File: src/cal_pkg.sv
/*
 Package for the capacity aging and learn logic: register offsets, field
 layouts, reset values, scaling shifts and the learn sequencer states.
 Assumes the coulomb count, the model lookups and the measurements are
 produced elsewhere in the device.
*/
package cal_pkg;

   // Register offsets on the internal register port
   localparam logic [7:0] ADDR_SENSE = 8'h00;
   localparam logic [7:0] ADDR_CHARGE_VOLTAGE_LIMIT_LIM = 8'h01;
   localparam logic [7:0] ADDR_TERM_LIM = 8'h02;
   localparam logic [7:0] ADDR_AE_VLIM = 8'h03;
   localparam logic [7:0] ADDR_AE_ILIM = 8'h04;
   localparam logic [7:0] ADDR_BUDGET_HI = 8'h05;
   localparam logic [7:0] ADDR_BUDGET_LO = 8'h06;
   localparam logic [7:0] ADDR_WEAR = 8'h07;
   localparam logic [7:0] ADDR_STATUS = 8'h08;

   // Status register bit positions
   localparam int STAT_FULL_BIT = 7;
   localparam int STAT_AE_BIT = 6;
   localparam int STAT_LEARN_BIT = 4;

   // Wear factor codes, 2^-7 per step
   localparam logic [7:0] WF_UNAGED = 8'h80;
   localparam logic [7:0] WF_FLOOR = 8'h40;
   localparam int WF_FRAC = 7;

   // Aging interval is 32 times the rated wear budget
   localparam int AGE_SHIFT = 5;
   localparam int AGE_W = 16 + AGE_SHIFT;

   // Limit byte to measurement LSB scaling
   localparam int VLIM_SHIFT = 2;
   localparam int TERMINATION_CURRENT_LIMIT_SHIFT = 5;
   localparam int IAE_SHIFT = 7;
   localparam logic [14:0] CUR_FULL_MIN = 15'h0010;
   localparam logic [1:0] FULL_READINGS = 2'h2;

   typedef struct packed {
      logic [7:0] sense_conductance;
      logic [7:0] charge_voltage_limit;
      logic [7:0] termination_current_limit;
      logic [7:0] active_empty_voltage_limit;
      logic [7:0] active_empty_current_limit;
      logic [15:0] rated_wear_budget;
      logic [7:0] wear_factor;
   } cal_params_s;

   localparam cal_params_s PARAM_RST = '{8'h00, 8'h00, 8'h00, 8'h00, 8'h00, 16'h0000, WF_UNAGED};

   typedef struct packed {
      logic [9:0] cell1_voltage;
      logic [9:0] cell2_voltage;
      logic [15:0] averaged_current;
   } cal_meas_s;

   typedef struct packed {
      logic charged_full_flag;
      logic active_empty_flag;
      logic learn_flag;
   } cal_flags_s;

   typedef enum logic [2:0] {
      ST_IDLE = 3'b001,
      ST_ADJUST = 3'b010,
      ST_LOAD = 3'b100
   } cal_state_e;

endpackage

File: src/cal_scale.sv
/*
 Scales a full-capacity lookup value by the wear factor.
 Assumes the lookup is in coulomb-count units and the factor is 2^-7 per LSB.
*/
`timescale 1ns/1ns
module cal_scale
   import cal_pkg::*;
(
   input wire logic [15:0] full_value,
   input wire logic [8:0] factor,
   output logic [16:0] scaled
);
   logic [24:0] product;

   // Result keeps one bit above 16 so a factor just over unity cannot wrap
   always_comb begin
      product = full_value * factor;
      scaled = product[WF_FRAC +: 17];
   end
endmodule // cal_scale

File: src/cal_top.sv
/*
 Capacity aging and learn housekeeping: application parameter registers,
 wear factor aging and learning, full and empty detection, coulomb count
 corrections. Assumes synchronous measurement strobes, a coulomb count and
 model lookups from the rest of the device, and a nonvolatile store that
 recalls the parameter image on NV_RECALL.
*/
// How it works
// - Sense conductance byte is held in the parameter block and driven out for results.
// - Termination current limit byte, 50 uV steps, bounds averaged charge current.
// - Active-empty voltage limit byte, 19.5 mV steps, compared with the mean cell voltage.
// - Active-empty current limit byte, 200 uV steps of discharge magnitude.
// - Rated wear budget is two bytes in coulomb-count units.
// - Wear factor byte, 2^-7 per step, 80h means unaged.
// - Decrements never take the wear factor below 40h, they clamp there; host writes and recall can load lower.
// - Host reads and writes the wear factor; it is saved and recalled.
// - Discharge steps count up; at 32 times the budget the wear factor drops.
// - A completed learn cycle clears the aging counter.
// - Active-empty point sets the learn flag; charging must then be uninterrupted.
// - Full during learn clears learn, sets charged-full and adjusts the wear factor.
// - Charged-full loads the wear-scaled full value, after any wear update.
// - Empty flag without learn lowers the count to the empty value only if above.
// - Learn flag at empty loads the count with the active-empty value.
// - Full: mean voltage above limit over two readings, current between 16 LSB and limit.
// - Full detection sets the charged-full status flag.
// - Empty point: voltage below limit after two heavy discharge readings.
// - Empty flag sets on the voltage limit alone.
`timescale 1ns/1ns
module cal_top
   import cal_pkg::*;
(
   input wire logic CLK_SYS,
   input wire logic RSTN,
   input wire logic CE,
   input wire logic [7:0] REG_ADDR,
   input wire logic [7:0] REG_WDATA,
   input wire logic REG_WR,
   output logic [7:0] REG_RDATA,
   input wire logic NV_RECALL,
   input wire cal_params_s NV_IMAGE,
   output logic NV_WEAR_SAVE,
   input wire logic MEAS_VALID,
   input wire cal_meas_s MEAS,
   input wire logic DISCHARGE_STEP,
   input wire logic [15:0] COUNT,
   input wire logic [15:0] FULL_MODEL,
   input wire logic [15:0] EMPTY_MODEL,
   output logic COUNT_LOAD,
   output logic [15:0] COUNT_LOAD_VALUE,
   output cal_params_s PARAMS,
   output cal_flags_s FLAGS
);

   ////////////////////////////////////////////////////////////////////////
   // Reset release

   logic rst_meta;
   logic rst_n;

   always_ff @(posedge CLK_SYS or negedge RSTN) begin
      if (!RSTN) begin
         rst_meta <= 1'b0;
         rst_n <= 1'b0;
      end else begin
         rst_meta <= 1'b1;
         rst_n <= rst_meta;
      end
   end

   ////////////////////////////////////////////////////////////////////////
   // Wear scaling

   logic [16:0] full_now;
   logic [16:0] full_up;

   cal_scale u_scale_now (
      .full_value(FULL_MODEL),
      .factor({1'b0, PARAMS.wear_factor}),
      .scaled(full_now)
   );

   cal_scale u_scale_up (
      .full_value(FULL_MODEL),
      .factor(9'({1'b0, PARAMS.wear_factor} + 9'h001)),
      .scaled(full_up)
   );

   ////////////////////////////////////////////////////////////////////////
   // State

   cal_state_e state;
   cal_state_e next_state;
   cal_params_s next_params;
   cal_flags_s next_flags;
   logic [1:0] full_cnt;
   logic [1:0] next_full_cnt;
   logic [1:0] heavy_hist;
   logic [1:0] next_heavy_hist;
   logic learn_charging;
   logic next_learn_charging;
   logic [AGE_W-1:0] age_cnt;
   logic [AGE_W-1:0] next_age_cnt;
   logic next_count_load;
   logic [15:0] next_count_value;
   logic next_nv_save;
   logic [7:0] next_rdata;

   // Measurement decode
   logic [10:0] vsum;
   logic [9:0] vmean;
   logic [15:0] dmag;
   logic cur_neg;
   logic volt_high;
   logic volt_low;
   logic cur_full_ok;
   logic heavy;
   logic empty_point;
   logic full_hit;
   logic [AGE_W-1:0] age_limit;

   always_comb begin
      vsum = {1'b0, MEAS.cell1_voltage} + {1'b0, MEAS.cell2_voltage};
      vmean = vsum[10:1];
      cur_neg = MEAS.averaged_current[15];
      dmag = 16'(~MEAS.averaged_current + 16'h0001);
      volt_high = vmean > {PARAMS.charge_voltage_limit, {VLIM_SHIFT{1'b0}}};
      volt_low = vmean < {PARAMS.active_empty_voltage_limit, {VLIM_SHIFT{1'b0}}};
      cur_full_ok = !cur_neg && MEAS.averaged_current[14:0] > CUR_FULL_MIN
         && MEAS.averaged_current[14:0] < {2'b00, PARAMS.termination_current_limit, {TERMINATION_CURRENT_LIMIT_SHIFT{1'b0}}};
      heavy = cur_neg && dmag > {1'b0, PARAMS.active_empty_current_limit, {IAE_SHIFT{1'b0}}};
      empty_point = volt_low && (&heavy_hist);
      full_hit = MEAS_VALID && volt_high && cur_full_ok && full_cnt == FULL_READINGS - 2'h1;
      age_limit = {PARAMS.rated_wear_budget, {AGE_SHIFT{1'b0}}};
   end

   ////////////////////////////////////////////////////////////////////////
   // Next values

   always_comb begin
      next_state = state;
      next_params = PARAMS;
      next_flags = FLAGS;
      next_full_cnt = full_cnt;
      next_heavy_hist = heavy_hist;
      next_learn_charging = learn_charging;
      next_age_cnt = age_cnt;
      next_count_load = 1'b0;
      next_count_value = COUNT_LOAD_VALUE;

      // Host writes; the sequencer owns the wear factor while adjusting
      if (REG_WR) begin
         case (REG_ADDR)
            ADDR_SENSE: next_params.sense_conductance = REG_WDATA;
            ADDR_CHARGE_VOLTAGE_LIMIT_LIM: next_params.charge_voltage_limit = REG_WDATA;
            ADDR_TERM_LIM: next_params.termination_current_limit = REG_WDATA;
            ADDR_AE_VLIM: next_params.active_empty_voltage_limit = REG_WDATA;
            ADDR_AE_ILIM: next_params.active_empty_current_limit = REG_WDATA;
            ADDR_BUDGET_HI: next_params.rated_wear_budget[15:8] = REG_WDATA;
            ADDR_BUDGET_LO: next_params.rated_wear_budget[7:0] = REG_WDATA;
            ADDR_WEAR: begin
               if (state == ST_IDLE) begin
                  next_params.wear_factor = REG_WDATA;
               end
            end
            default: begin
            end
         endcase
      end

      // Aging from discharge; a zero budget would fire only when the counter wraps, so it disables aging
      if (DISCHARGE_STEP && PARAMS.rated_wear_budget != 16'h0000) begin
         if (AGE_W'(age_cnt + 1'b1) == age_limit) begin
            next_age_cnt = '0;
            if (next_params.wear_factor > WF_FLOOR) begin
               next_params.wear_factor = next_params.wear_factor - 8'h01;
            end
         end else begin
            next_age_cnt = AGE_W'(age_cnt + 1'b1);
         end
      end

      if (MEAS_VALID) begin
         next_heavy_hist = {heavy_hist[0], heavy};
         if (volt_low) begin
            next_flags.active_empty_flag = 1'b1;
         end
         if (cur_neg) begin
            next_flags.charged_full_flag = 1'b0;
         end
         // A discharge after charging began breaks the learn cycle
         if (FLAGS.learn_flag && !cur_neg && MEAS.averaged_current != 16'h0000) begin
            next_learn_charging = 1'b1;
         end
         if (FLAGS.learn_flag && learn_charging && cur_neg) begin
            next_flags.learn_flag = 1'b0;
            next_learn_charging = 1'b0;
         end
         if (volt_high && cur_full_ok) begin
            next_full_cnt = (full_cnt == FULL_READINGS - 2'h1) ? 2'h0 : full_cnt + 2'h1;
         end else begin
            next_full_cnt = 2'h0;
         end
         if (empty_point) begin
            next_flags.learn_flag = 1'b1;
            next_learn_charging = 1'b0;
            next_count_load = 1'b1;
            next_count_value = EMPTY_MODEL;
         end else if (volt_low && !FLAGS.learn_flag && COUNT > EMPTY_MODEL) begin
            next_count_load = 1'b1;
            next_count_value = EMPTY_MODEL;
         end
      end

      case (state)
         ST_IDLE: begin
            if (full_hit) begin
               next_flags.charged_full_flag = 1'b1;
               // An empty flag set by this same reading wins over the clear
               if (!volt_low) begin
                  next_flags.active_empty_flag = 1'b0;
               end
               next_count_load = 1'b0;
               if (FLAGS.learn_flag) begin
                  next_flags.learn_flag = 1'b0;
                  next_learn_charging = 1'b0;
                  next_state = ST_ADJUST;
               end else begin
                  next_state = ST_LOAD;
               end
            end
         end
         ST_ADJUST: begin
            // One step a cycle until the scaled full value brackets the learned count
            if (PARAMS.wear_factor < WF_UNAGED && full_up <= {1'b0, COUNT}) begin
               next_params.wear_factor = PARAMS.wear_factor + 8'h01;
            end else if (PARAMS.wear_factor > WF_FLOOR && full_now > {1'b0, COUNT}) begin
               next_params.wear_factor = PARAMS.wear_factor - 8'h01;
            end else begin
               next_params.wear_factor = PARAMS.wear_factor;
               next_age_cnt = '0;
               next_state = ST_LOAD;
            end
         end
         ST_LOAD: begin
            next_count_load = 1'b1;
            next_count_value = (full_now[16]) ? 16'hFFFF : full_now[15:0];
            next_state = ST_IDLE;
         end
         default: next_state = ST_IDLE;
      endcase

      // Power-up recall of the whole parameter image wins over everything else
      if (NV_RECALL) begin
         next_params = NV_IMAGE;
      end

      next_nv_save = !NV_RECALL && next_params.wear_factor != PARAMS.wear_factor;

      case (REG_ADDR)
         ADDR_SENSE: next_rdata = PARAMS.sense_conductance;
         ADDR_CHARGE_VOLTAGE_LIMIT_LIM: next_rdata = PARAMS.charge_voltage_limit;
         ADDR_TERM_LIM: next_rdata = PARAMS.termination_current_limit;
         ADDR_AE_VLIM: next_rdata = PARAMS.active_empty_voltage_limit;
         ADDR_AE_ILIM: next_rdata = PARAMS.active_empty_current_limit;
         ADDR_BUDGET_HI: next_rdata = PARAMS.rated_wear_budget[15:8];
         ADDR_BUDGET_LO: next_rdata = PARAMS.rated_wear_budget[7:0];
         ADDR_WEAR: next_rdata = PARAMS.wear_factor;
         ADDR_STATUS: begin
            next_rdata = 8'h00;
            next_rdata[STAT_FULL_BIT] = FLAGS.charged_full_flag;
            next_rdata[STAT_AE_BIT] = FLAGS.active_empty_flag;
            next_rdata[STAT_LEARN_BIT] = FLAGS.learn_flag;
         end
         default: next_rdata = 8'h00;
      endcase
   end

   ////////////////////////////////////////////////////////////////////////
   // Registers

   always_ff @(posedge CLK_SYS or negedge rst_n) begin
      if (!rst_n) begin
         state <= ST_IDLE;
         PARAMS <= PARAM_RST;
         FLAGS <= '0;
         full_cnt <= 2'h0;
         heavy_hist <= 2'h0;
         learn_charging <= 1'b0;
         age_cnt <= '0;
         COUNT_LOAD <= 1'b0;
         COUNT_LOAD_VALUE <= 16'h0000;
         NV_WEAR_SAVE <= 1'b0;
         REG_RDATA <= 8'h00;
      end else if (CE) begin
         state <= next_state;
         PARAMS <= next_params;
         FLAGS <= next_flags;
         full_cnt <= next_full_cnt;
         heavy_hist <= next_heavy_hist;
         learn_charging <= next_learn_charging;
         age_cnt <= next_age_cnt;
         COUNT_LOAD <= next_count_load;
         COUNT_LOAD_VALUE <= next_count_value;
         NV_WEAR_SAVE <= next_nv_save;
         REG_RDATA <= next_rdata;
      end
   end

endmodule // cal_top

File: config.mk
export PLATFORM = sky130hd
export DESIGN_NAME = cal_top
export DESIGN_NICKNAME = d
export VERILOG_FILES = /design/src/cal_pkg.sv /design/src/cal_scale.sv /design/src/cal_top.sv
export SDC_FILE = /design/constraint.sdc
export NUM_CORES = 1
export LEC_CHECK = 0
export ABC_AREA = 1
export BUFFER_PORTS_ARGS = -buffer_cell sky130_fd_sc_hd__clkbuf_2
export CORE_MARGIN = 4
export CORE_UTILIZATION = 40
export CTS_CLUSTER_DIAMETER = 100
export DETAILED_ROUTE_END_ITERATION = 8
export SKIP_LAST_GASP = 1
export SYNTH_ARGS = -nofsm -noshare
export SYNTH_HDL_FRONTEND = slang
export SYNTH_HIERARCHICAL = 1
export SYNTH_SLANG_ARGS = --single-unit
File: constraint.sdc
create_clock -name CLK_SYS -period 4.35 [get_ports CLK_SYS]
set_input_delay 0.2175 -clock CLK_SYS [delete_from_list [all_inputs] [get_ports CLK_SYS]]
set_output_delay 0.2175 -clock CLK_SYS [all_outputs]
set_load 0.02 [all_outputs]
==> out/results.txt <==
Outcome - finished with violations
Failing checks - negative setup slack
Die H - 232.4 um
Via density - 5.078
Total GRT Usage - 0.2724
H-tree levels - 4
Routability congestion estimate - 0.9542
Number of flops mapped to enable cells by yosys - 0
Post-synthesis sequential area ratio - 0.1541
Netlist Area Pre-Place - 20150 um2
Area Growth Syn to Fin - 28.44%
Int Power - 9.796 mW
Dpl ws - -2.761 ns
Core Region - 49360 um2
Switching part of the total - 0.5081
Arrival time at the worst endpoint - 7.02 ns
Final Slew Violations - 0
Final ANT Viol Nets - 0
Die width - 232.4 um
Seq pwr share - 0.086
Clock power share - 0.081
Type of the worst min-delay path - in -> reg
Via Count - 21049
Type of origin of the critical path - register
Clock Skew - 0.007354 ns
CP max FO - 7
RSZ-0062 raised after global routing - true
Syn avg cell area - 6.716 um2
Max clock buf depth - 2
Critical Path RT - 4.69 ns
Ys Warns - 6
R2R cell count - 43
CP max-delay cell - fa_1
DIE AREA - 54020 um2
Tcrit/Tclk final - 1.537
Clk slew on worst S/H paths - 0.06 ns
Starting density of the core - 0.4082
CTS Buf Count - 17
Buffers on Ports - 263
Buf/Inv on CP - 8
First-pass GRT wire length - 116100 um
Syn Nets - 3537
Min Tclk post-route - 6.684 ns
Flops & latches, synth - 124
CTS root buf - clkbuf_16
CP delay by family, top - adder cells
NetSw - 10.12 mW
CTS sink count - 124
Cells taking the most area after synthesis - fa_1, nand2_1, dfrtp_1
Hold path depth - 3
Rel. slew slack - 0.1283
Final HPWL from detailed placement - 61320 um
Hold Vio Cnt, Final - 0
Cell variety after synth - 51
1st-pass router iterations - 7
Share of layout cells above drive strength 1 - 0.2276
Clk_lat worst skew - 0.44 ns
Worst setup margin - -2.334 ns
CP Depth - 43
Gr ovfl total - 0
Top-area cell type share of the netlist area - 0.1938
Worst-Margin Slew - 1.308 ns
Initial antenna violation count - 2
Ports - 264
Final setup fails - 49
CP dominant cell by count - nand2_1
CTS tree - done
DRT iter0 DRCs - 1380
Yosys top cell by area - fa_1
Power Dens Cells - 769.6 nW/um2
Largest net degree at the start of global routing - 58
Peak supply drop - 0.4538 mV
Top_reg_cell synth - dfrtp_1
Setup crit end kind - register
DR DRC count - 0
Final hold slack - 0.01832 ns
Logic pwr share - 0.833
Number of core rows - 81
Post-synth ARST share - 1.000
Final core occ - 0.5243
Peak Freq - 149.6 MHz
Number of max-cap violations - 0
Post-Syn Instances - 3000
Nets - 4004
P_leak - 15.00 nW
WS Path Type - reg -> reg
Vias in the first global route - 21614
Drt wl/cell - 17.60 um
Drt total wl - 72970 um
CP peak stage delay - 0.49 ns
## layer usage
| layer | vias up | global-route usage | wire length (um) |
|---|---|---|---|
| met4 | 4 | 0.1119 | 3157 |
| li1 | 10241 | - | - |
| met5 | - | 0 | 22 |
| met1 | 9971 | 0.3414 | 30340 |
| met3 | 142 | 0.04799 | 4571 |
| met2 | 691 | 0.4650 | 34880 |
## final cells by class
cell class | count | area (um2)
diodes | 1 | 2.502
clock buffers | 18 | 439.2
clock inverters | 14 | 215.2
fillers | 4976 | 23480
inverters | 664 | 2500
multi-input cells | 2110 | 15100
flip-flops and latches | 124 | 3115
well taps | 664 | 830.8
repair buffers | 549 | 3665
repair inverters | 1 | 7.507
## cells in the mapped netlist (34+ instances only)
master    number
nand2_1      853
inv_1        657
nor2_1       206
fa_1         195
ha_1         171
nand3_1      131
dfrtp_1      122
o21ai_0      111
a21oi_1       92
clkbuf_1      91
a31oi_1       63
nand4_1       49
xor2_1        42
nor3_1        35
o22ai_1       34
## per-stage QoR
step / power, mW / cells / TNS (ns) / instance area, um2
after floorplan: 10.74 / 3000 / -66.56 / 20790
after global placement: 17.14 / 4083 / -90.47 / 24500
after detailed placement: 17.25 / 4083 / -95.47 / 24500
after CTS: 19.71 / 4145 / -83.78 / 25740
after global routing: 21.93 / 4144 / -98.47 / 25870
final: 19.92 / 4145 / -79.27 / 25880
## final timing paths
path | endpoint | slack, ns | from
setup reg to reg | NV_WEAR_SAVE$_DFFE_PN0P_ | -2.33 | PARAMS[1]$_DFFE_PN0P_
hold / removal | PARAMS[63]$_DFFE_PN0P_ | 0.02 | NV_IMAGE[63]
hold reg to reg | COUNT_LOAD_VALUE[7]$_DFFE_PN0P_ | 0.35 | rst_n$_DFF_PN0_
max in group asynchronous | PARAMS[61]$_DFFE_PN0P_ | 2.95 | rst_n$_DFF_PN0_
setup / recovery | NV_WEAR_SAVE$_DFFE_PN0P_ | -2.33 | PARAMS[1]$_DFFE_PN0P_
min in group asynchronous | rst_n$_DFF_PN0_ | 0.11 | RSTN
## layout by cell type, fill, tap and decap left out, types with 11 or more instances in the layout
cell type / n
inv_1: 642
o22ai_1: 31
a21oi_2: 13
nand2_4: 12
nor2_2: 18
o21ai_1: 51
a31oi_1: 61
nand2_2: 43
xnor2_1: 11
ha_1: 142
nor4_1: 14
clkbuf_2: 263
nand3_1: 119
nand4_1: 49
o21ai_0: 58
ha_4: 26
clkbuf_16: 17
a21oi_1: 75
fa_1: 190
inv_2: 17
buf_4: 260
nor2_1: 191
xor2_1: 37
nand2_1: 814
buf_12: 11
dfrtp_1: 116
nor3_1: 28
nand3_2: 13
## sequential cells by signal, indices dropped and copies added, names as in the netlist
| register | flops |
|---|---|
| heavy_hist | 2 |
| state | 3 |
| REG_RDATA | 8 |
| rst_meta | 1 |
| NV_WEAR_SAVE | 1 |
| COUNT_LOAD_VALUE | 16 |
| FLAGS | 3 |
| full_cnt | 2 |
| COUNT_LOAD | 1 |
| PARAMS | 64 |
| learn_charging | 1 |
| age_cnt | 21 |
| rst_n | 1 |
## cells by family (layout without fill, tap and decap cells)
logic type	Yosys count	after routing	share of synthesized area
AOI/OAI and AO/OA	352	352	0.1007
xor gates and xnor gates	53	53	0.02304
DFF	124	124	0.1541
adders and majority gates	366	366	0.3000
buffers and inverters	768	1246	0.1441
other	2	3	0.0003728
and+or+nand+nor	1335	1337	0.2777
## power groups by stage
stage / Combinational (mW) / Sequential, mW / Clock (mW)
2_1_floorplan: 8.91 / 1.83 / 0
3_3_place_gp: 15.4 / 1.72 / 0
3_5_place_dp: 15.5 / 1.73 / 0
4_1_cts: 16.4 / 1.71 / 1.63
5_1_grt: 18.5 / 1.75 / 1.68
6_report: 16.6 / 1.71 / 1.61
## timing repair
item	in CTS	in global routing
buffers inserted	22	4
hold buffers	6	0
pin swaps	68	22
setup endpoints to repair	49	49
gates cloned	3	0
endpoints found under the hold margin	7	0
gates resized for setup	106	47
## tightest hold or removal path: cells and delay by family
kind,cells,cell delay [ns]
buffers and inverters,1,0.08
AND/OR/NAND/NOR,1,0.05
AO/OA/AOI/OAI,1,0.07
No activity file was read; power rests on OpenSTA's default activity.
